**src/rtl/csb_pkg.sv**
```systemverilog
/*
 Constants for the standby, break and small-instruction control block:
 opcodes, vectors, cycle counts, reset values and the oscillator delay.
 Assumes nothing of its surroundings.
*/
package csb_pkg;
   // Opcodes handled here
   localparam logic [7:0]  OP_ADD_SP      = 8'ha7;
   localparam logic [7:0]  OP_ADD_IX      = 8'haf;
   localparam logic [7:0]  OP_BR_CC       = 8'h24;
   localparam logic [7:0]  OP_WAIT        = 8'h8f;
   localparam logic [7:0]  OP_STOP        = 8'h8e;
   localparam logic [7:0]  OP_TRAP        = 8'h83;
   localparam logic [7:0]  OP_RET_TRAP    = 8'h80;
   // Cycle counts
   localparam logic [2:0]  CYC_ADD        = 3'h2;
   localparam logic [2:0]  CYC_BR         = 3'h3;
   localparam logic [2:0]  CYC_TRAP       = 3'h4;
   localparam logic [2:0]  CYC_ONE        = 3'h1;
   // Vectors and branch base increment
   localparam logic [15:0] VEC_BRK_NORMAL = 16'hfffc;
   localparam logic [15:0] VEC_BRK_MON    = 16'hfefc;
   localparam logic [15:0] BR_BASE_INC    = 16'h0002;
   // Reset values
   localparam logic [15:0] SP_RESET       = 16'h00ff;
   localparam logic [15:0] PC_RESET       = 16'hfffe;
   localparam logic [15:0] IX_RESET       = 16'h0000;
   // Condition flag bit positions
   localparam int          FLAG_C         = 0;
   localparam int          FLAG_I         = 3;
   // Oscillator stabilisation delay
   localparam int          OSC_DELAY_US   = 4;
   localparam int          CLK_MHZ        = 50;
   localparam int          OSC_DELAY_CYC  = OSC_DELAY_US * CLK_MHZ;
   localparam int          OSC_CNT_W      = 8;
   typedef enum {CSB_RUN, CSB_EXEC, CSB_WAIT, CSB_STOP, CSB_OSC} csb_state_t;
endpackage

```
**src/rtl/csb_core.sv**
```systemverilog
/*
 Control slice of an 8-bit CPU: wait and deep standby, break entry and
 return, stack and index immediate adds, branch on carry clear.
 Assumes opcode and operand arrive with a valid strobe on the same clock,
 and that the break module and interrupt sources are outside.
*/
// Operation
// - The wait instruction clears the mask and stops the core clock; interrupt wake keeps it clear, reset sets it.
// - The deep standby instruction clears the mask and stops the clock; external wake keeps it clear, reset sets it.
// - After deep standby the clock stays stopped until the oscillator delay has run out.
// - An enabled break request lets the current instruction finish, then runs the software trap sequence.
// - The break vector is FFFC in normal operation and FEFC in monitor mode.
// - The return from trap in the break handler ends the break once the request is withdrawn.
// - Opcode A7 adds a sign-extended immediate to the stack pointer in 2 cycles, flags unchanged.
// - Opcode AF adds a sign-extended immediate to the index pair in 2 cycles, flags unchanged.
// - Opcode 24 takes 3 cycles and branches to PC plus 2 plus offset when carry is clear.
// - Maskable interrupts are ignored while the mask is set and accepted while clear.
// - On any interrupt entry the mask is set after stacking, in the same cycle as the vector fetch.
`timescale 1ns/100ps
module csb_core (
   // Clock and reset
   input  wire logic               CLOCK,
   input  wire logic               ARST_N,
   // Instruction stream
   input  wire logic               OP_VALID,
   input  wire logic [7:0]         OPCODE,
   input  wire logic [7:0]         OPERAND,
   input  wire logic               CARRY_IN,
   // Interrupts and break
   input  wire logic               IRQ_REQ,
   input  wire logic               EXT_IRQ,
   input  wire logic               BRK_ENABLE,
   input  wire logic               BRK_REQ,
   input  wire logic               MONITOR_MODE,
   // State out
   output logic                    CPU_CLK_EN,
   output logic                    BUSY,
   output logic                    IMASK,
   output logic                    IN_BREAK,
   output logic                    STACKING,
   output logic                    VEC_FETCH,
   output logic [15:0]             VEC_ADDR,
   output logic [15:0]             PC,
   output logic [15:0]             SP,
   output logic [15:0]             HX
);
   import csb_pkg::*;

   ////////////////////////////////////////////////////////////////////////
   // Reset release and pin synchronisers
   logic [1:0] rst_sync;
   wire        rst_n = rst_sync[1];
   wire  [2:0] pin_raw = {BRK_REQ, EXT_IRQ, IRQ_REQ};
   wire  [2:0] pin_ok;
   wire        irq_ok  = pin_ok[0];
   wire        ext_ok  = pin_ok[1];
   wire        brk_ok  = pin_ok[2];

   always_ff @(posedge CLOCK or negedge ARST_N) begin
      if (!ARST_N) rst_sync <= 2'h0;
      else         rst_sync <= {rst_sync[0], 1'b1};
   end

   // A level counts only once stages two and three agree; costs one cycle of latency
   for (genvar g = 0; g < 3; g++) begin : g_pin
      logic [2:0] stage;
      logic       level;
      always_ff @(posedge CLOCK or negedge rst_n) begin
         if (!rst_n) begin
            stage <= 3'h0;
            level <= 1'b0;
         end else begin
            stage <= {stage[1:0], pin_raw[g]};
            if (stage[1] == stage[2])
               level <= stage[2];
         end
      end
      assign pin_ok[g] = level;
   end

   ////////////////////////////////////////////////////////////////////////
   // Decode
   function automatic logic [15:0] sext(input logic [7:0] v);
      return {{8{v[7]}}, v};
   endfunction

   csb_state_t     state, next_state;
   logic [2:0]     cyc;
   logic [7:0]     op, opd;
   logic           trap_brk;
   wire            osc_done;
   wire            take_op    = (state == CSB_RUN) && OP_VALID;
   wire            take_brk   = (state == CSB_RUN) && BRK_ENABLE && brk_ok && !IN_BREAK;
   wire            take_irq   = (state == CSB_RUN) && irq_ok && !IMASK;
   wire            is_wait    = take_op && !take_brk && !take_irq && OPCODE == OP_WAIT;
   wire            is_stop    = take_op && !take_brk && !take_irq && OPCODE == OP_STOP;
   wire            ins_end    = (state == CSB_EXEC) && (cyc == CYC_ONE);
   wire            trap_op    = (op == OP_TRAP);
   wire [2:0]      op_cycles  = (OPCODE == OP_ADD_SP || OPCODE == OP_ADD_IX) ? CYC_ADD :
                                (OPCODE == OP_BR_CC) ? CYC_BR :
                                (OPCODE == OP_TRAP) ? CYC_TRAP : CYC_ONE;
   wire [15:0]     brk_vec    = MONITOR_MODE ? VEC_BRK_MON : VEC_BRK_NORMAL;
   wire [15:0]     br_target  = PC + BR_BASE_INC + sext(opd);
   wire            wake_wait  = (state == CSB_WAIT) && (irq_ok || ext_ok || brk_ok);
   wire            wake_stop  = (state == CSB_STOP) && ext_ok;

   always_comb begin
      next_state = state;
      case (state)
         CSB_RUN:  begin
            if (is_wait)                           next_state = CSB_WAIT;
            else if (is_stop)                      next_state = CSB_STOP;
            else if (take_brk || take_irq || take_op) next_state = CSB_EXEC;
         end
         CSB_EXEC: if (cyc == CYC_ONE)             next_state = CSB_RUN;
         CSB_WAIT: if (wake_wait)                  next_state = CSB_RUN;
         CSB_STOP: if (wake_stop)                  next_state = CSB_OSC;
         CSB_OSC:  if (osc_done)                   next_state = CSB_RUN;
         default:                                  next_state = CSB_RUN;
      endcase
   end

   csb_osc_delay u_osc (
      .clk   (CLOCK),
      .rst_n (rst_n),
      .start (wake_stop),
      .done  (osc_done)
   );

   ////////////////////////////////////////////////////////////////////////
   // Sequencer and architectural state
   always_ff @(posedge CLOCK or negedge rst_n) begin
      if (!rst_n) begin
         state      <= CSB_RUN;
         cyc        <= 3'h0;
         op         <= 8'h00;
         opd        <= 8'h00;
         trap_brk   <= 1'b0;
         IMASK      <= 1'b1;
         IN_BREAK   <= 1'b0;
         CPU_CLK_EN <= 1'b1;
         BUSY       <= 1'b0;
         STACKING   <= 1'b0;
         VEC_FETCH  <= 1'b0;
         VEC_ADDR   <= 16'h0000;
         PC         <= PC_RESET;
         SP         <= SP_RESET;
         HX         <= IX_RESET;
      end else begin
         state      <= next_state;
         CPU_CLK_EN <= (next_state == CSB_RUN) || (next_state == CSB_EXEC);
         BUSY       <= (next_state == CSB_EXEC);
         STACKING   <= (state == CSB_EXEC) && trap_op && cyc == CYC_TRAP - 3'h1;
         VEC_FETCH  <= 1'b0;
         if (take_brk || take_irq) begin   // Entry only between instructions
            op       <= OP_TRAP;
            trap_brk <= take_brk;
            cyc      <= CYC_TRAP;
         end else if (take_op && !is_wait && !is_stop) begin
            op  <= OPCODE;
            opd <= OPERAND;
            cyc <= op_cycles;
            trap_brk <= 1'b0;
            if (OPCODE == OP_RET_TRAP && IN_BREAK && !brk_ok)
               IN_BREAK <= 1'b0;
         end else if (state == CSB_EXEC) begin
            cyc <= cyc - 3'h1;
         end
         if (is_wait || is_stop)
            IMASK <= 1'b0;
         if (state == CSB_EXEC && trap_op && cyc == CYC_TRAP - 3'h2) begin
            IMASK     <= 1'b1;            // After stacking, with the vector fetch
            VEC_FETCH <= 1'b1;
            VEC_ADDR  <= trap_brk ? brk_vec : VEC_BRK_NORMAL;
            PC        <= trap_brk ? brk_vec : VEC_BRK_NORMAL;
            if (trap_brk)
               IN_BREAK <= 1'b1;
         end
         if (ins_end) begin
            case (op)
               OP_ADD_SP: SP <= SP + sext(opd);
               OP_ADD_IX: HX <= HX + sext(opd);
               OP_BR_CC:  PC <= CARRY_IN ? PC + BR_BASE_INC : br_target;
               default:   ;
            endcase
         end
      end
   end

   // Cycles spent in the oscillator wait, so the whole hold can be judged
   logic [15:0] osc_seen;
   always_ff @(posedge CLOCK or negedge rst_n) begin
      if (!rst_n)                osc_seen <= 16'h0000;
      else if (state != CSB_OSC) osc_seen <= 16'h0000;
      else                       osc_seen <= osc_seen + 16'h0001;
   end
endmodule

```
**src/rtl/csb_osc_delay.sv**
```systemverilog
/*
 Oscillator stabilisation counter used after the deep standby exit.
 Assumes a synchronous start pulse and a released reset from the top.
*/
`timescale 1ns/100ps
module csb_osc_delay (
   // Clock and reset
   input  wire logic clk,
   input  wire logic rst_n,
   // Control
   input  wire logic start,
   output logic      done
);
   import csb_pkg::*;
   logic [OSC_CNT_W-1:0] cnt;
   logic                 busy;
   wire                  last = (cnt == OSC_CNT_W'(OSC_DELAY_CYC - 1));

   always_ff @(posedge clk or negedge rst_n) begin
      if (!rst_n) begin
         cnt  <= '0;
         busy <= 1'b0;
         done <= 1'b0;
      end else begin
         done <= busy && last;
         if (start) begin
            busy <= 1'b1;
            cnt  <= '0;
         end else if (busy) begin
            busy <= !last;
            cnt  <= cnt + OSC_CNT_W'(1);
         end
      end
   end
endmodule

```
**config.mk**
```make
export PLATFORM = sky130hd
export DESIGN_NAME = csb_core
export DESIGN_NICKNAME = d
export VERILOG_FILES = /design/src/rtl/csb_pkg.sv /design/src/rtl/csb_core.sv /design/src/rtl/csb_osc_delay.sv
export SDC_FILE = /design/constraint.sdc
export NUM_CORES = 1
export LEC_CHECK = 0
export BUFFER_PORTS_ARGS = -buffer_cell sky130_fd_sc_hd__buf_2
export CORE_ASPECT_RATIO = 0.6
export CORE_MARGIN = 10
export CORE_UTILIZATION = 63
export DETAILED_ROUTE_END_ITERATION = 16
export GPL_ROUTABILITY_DRIVEN = 1
export GPL_TIMING_DRIVEN = 0
export PLACE_DENSITY = 0.92
export SLEW_MARGIN = 25
export SYNTH_ARGS = -nofsm -noshare
export SYNTH_HDL_FRONTEND = slang
export SYNTH_SLANG_ARGS = --single-unit
export TNS_END_PERCENT = 30
```
**constraint.sdc**
```tcl
create_clock -name CLOCK -period 10.7 [get_ports CLOCK]
set_clock_uncertainty 0.2 [all_clocks]
set_input_delay 0.535 -clock CLOCK [delete_from_list [all_inputs] [get_ports CLOCK]]
set_output_delay 0.535 -clock CLOCK [all_outputs]
set_load 0.005 [all_outputs]
```
==> run metrics <==
final WL=19500 um; PwrDens=129 mW/mm^2; area grow syn2layout=19.5%; Final Setup Violations=0; # DRC=0; fraction of registers with async set/reset=100%; HPWL after DPL=13800 um; Critical Path RT=10.86 ns; Starting Density=65.1%; Fin. Hold Viols=0; Worst-path clk slew=0.06 ns; via count of the routed design=6416; Tightest Pin Transition=0.714 ns; chip width=160 um; M1 GR Usage=31.6%; cell with the most instances after synthesis=dfrtp_1; critical path data arrival time=4.93 ns; M2 GR Usage=34.8%; average wire per standard cell=18.0 um; clk sinks=132; top cells by area, synth=dfrtp_1 36%, dfstp_2 8.9%, ha_1 8.6%; peak supply drop=0.115 mV; Synth Register Bits=132; Port Buf Inserts=92; placer congestion estimate=0.936; vias per cell=5.92; fin. max-slew vios=0; layout cells sized above 1=20.5%; top cell type's share of synthesized area=36.2%; Final Power=1.14 mW; Post-synth EDFFs=0; Slew HR=51.9%; RSZ-0062 raised after global routing=false; vias in the first global route=6288; fin crit share=44.6%; Synth Cell Area=0.00740 sq mm; syn_area_per_cell=9.66 sq um; die height=104 um; GRT Total Usage=23.1%; Max-Cap Viols=0; Seq/Total Area, Yosys=45.0%; Most used DFF post-synth=dfrtp_1; CP Class=reg -> reg; nets@finish=990; root buf cell=clkbuf_16; area leader, netlist=dfrtp_1; largest net degree at the start of global routing=52; CTS H-tree lvls=4; first-pass GRT wire length=31800 um; Synth Warn #=0; DRT antenna net count=0; DIE AREA=0.0166 sq mm; first drt pass iteration count=7; count of cell types in the netlist=61; Setup TNS=0 ns; initial antenna violation count=0; Seq pwr share=45.4%; Iteration-0 DRC Markers=623; leakage=4.23 nW; min-delay worst type=in -> reg; combinational share of power=2.6%; Max Fclk=209 MHz; grt ovf=0; Critical Path End Type=flip-flop; crit-path max FO=6; startpoint types=flip-flop; commonest cells in the netlist=107 x dfrtp_1, 82 x nand2_1, 59 x o21ai_0; Sw Pwr=0.254 mW; CTS max path bufs=2; PostCTS Resize Cnt=0; io pins=95; # diodes=0; status=completed; Post-Syn Instances=766; Row Count=30; Clk pwr share=52.1%; Cell Int Power=0.885 mW; most crowded layer after global routing=met2; met3 Use GR=7.19%; clock latency on the worst-skew pair=0.43 ns; fin crit period=4.78 ns; Inserted Clock Buffers=17; CTS tree=built; Core Area=0.0114 sq mm; Switching Fraction=22.3%
-- power by group through the flow --
stage	registers, mW	clock network (mW)	logic, mW
floorplan	0.526	0	0.0101
CTS	0.517	0.592	0.0282
detailed placement	0.525	0	0.0272
global placement	0.530	0	0.0187
global route	0.518	0.618	0.0324
finish	0.517	0.593	0.0294
-- registers in the layout, indices dropped and copies added (netlist names), 2 cells and up --
| name | cells |
|---|---|
| state | 32 |
| HX | 16 |
| PC | 16 |
| SP | 16 |
| g_pin.stage | 9 |
| op | 8 |
| opd | 8 |
| u_osc.cnt | 8 |
| cyc | 3 |
| VEC_ADDR | 2 |
| rst_sync | 2 |
-- worst paths after layout --
path | from | to | slack [ns] | cells after the start
max | PC[1] | PC[15] | 5.92 | 16
min | BRK_REQ | g_pin[2].stage[0] | 0.008 | 1
max reg2reg | PC[1] | PC[15] | 5.92 | 16
min reg2reg | g_pin[2].stage[0] | g_pin[2].stage[1] | 0.15 | 0
max in group asynchronous | rst_sync[1] | IMASK | 9.40 | 1
min in group asynchronous | rst_sync[1] | HX[7] | 0.18 | 0
-- cells in the final DEF (no fill, tap or decap), types with 11 or more instances in the layout --
master and instances:
buf_2 95, nand3_1 28, and3_1 12, dfstp_2 25, nand2_1 82, dfrtp_1 105
clkbuf_1 20, nor2_1 48, o21ai_0 59, a21o_1 13, xnor2_1 32, nor3_1 25
nor4_1 11, inv_1 25, buf_4 14, ha_1 51, a21oi_1 57, xor2_1 27
clkbuf_16 17, conb_1 32
-- through the flow --
| stage | setup slack [ns] | instance area [sq um] | hold slack, ns | cells | utilization (%) |
|---|---|---|---|---|---|
| 3_3_place_gp | 5.30 | 8180 | 0.121 | 1048 | 71.9 |
| 5_1_grt | 5.70 | 8840 | 0.00594 | 1084 | 77.8 |
| 3_5_place_dp | 6.17 | 8230 | 0.121 | 1050 | 72.3 |
| 2_1_floorplan | 6.59 | 7520 | 0.0394 | 796 | - |
| 6_report | 5.92 | 8840 | 0.00763 | 1084 | 77.8 |
| 4_1_cts | 6.04 | 8830 | 0.00973 | 1083 | 77.7 |
-- cell families after synthesis --
group,share of synthesized area [%]
DFF,45.0
other,0.101
muxes,1.47
and+or+nand+nor,18.1
adders and majority gates,9.84
buffers and inverters,3.80
AOI/OAI and AO/OA,14.7
xor gates and xnor gates,6.98
-- area by class of cell --
class,count,area [sq um]
sequential,132,3340
buffer,35,188
fill,740,2530
timing repair buffer,96,528
multi-input combinational,604,3900
clock inverter,13,161
tap,160,200
clock buffer,19,433
inverter,25,93.8
-- what timing repair did --
| item | in CTS | in global routing |
|---|---|---|
| setup buffers | 0 | 0 |
| hold buffers | 1 | 1 |
| endpoints found under the setup margin | 0 | 0 |
| hold endpoints to repair | 2 | 1 |
-- routing by layer --
| layer | vias to the layer above | wire length, um | share of wire (%) |
|---|---|---|---|
| met5 | - | 0 | 0 |
| met4 | 0 | 229 | 1.2 |
| met3 | 36 | 1950 | 10 |
| met2 | 311 | 8510 | 44 |
| met1 | 3093 | 8790 | 45 |
| li1 | 2976 | - | - |
-- worst max-delay path, cell delays in order (launching register included) --
cell,delay [ns]
dfstp_2,0.58
ha_1,0.25
nand3_1,0.20
or2_2,0.32
clkbuf_1,0.16
nor2_1,0.39
xor2_1,0.13
ha_1,0.40
and3_1,0.22
nand3_1,0.08
nand3b_1,0.22
a21oi_1,0.23
nor3_1,0.08
or4b_2,0.72
xnor2_1,0.24
mux2i_1,0.11
a21oi_1,0.17
(Power assumes the default switching activity.)
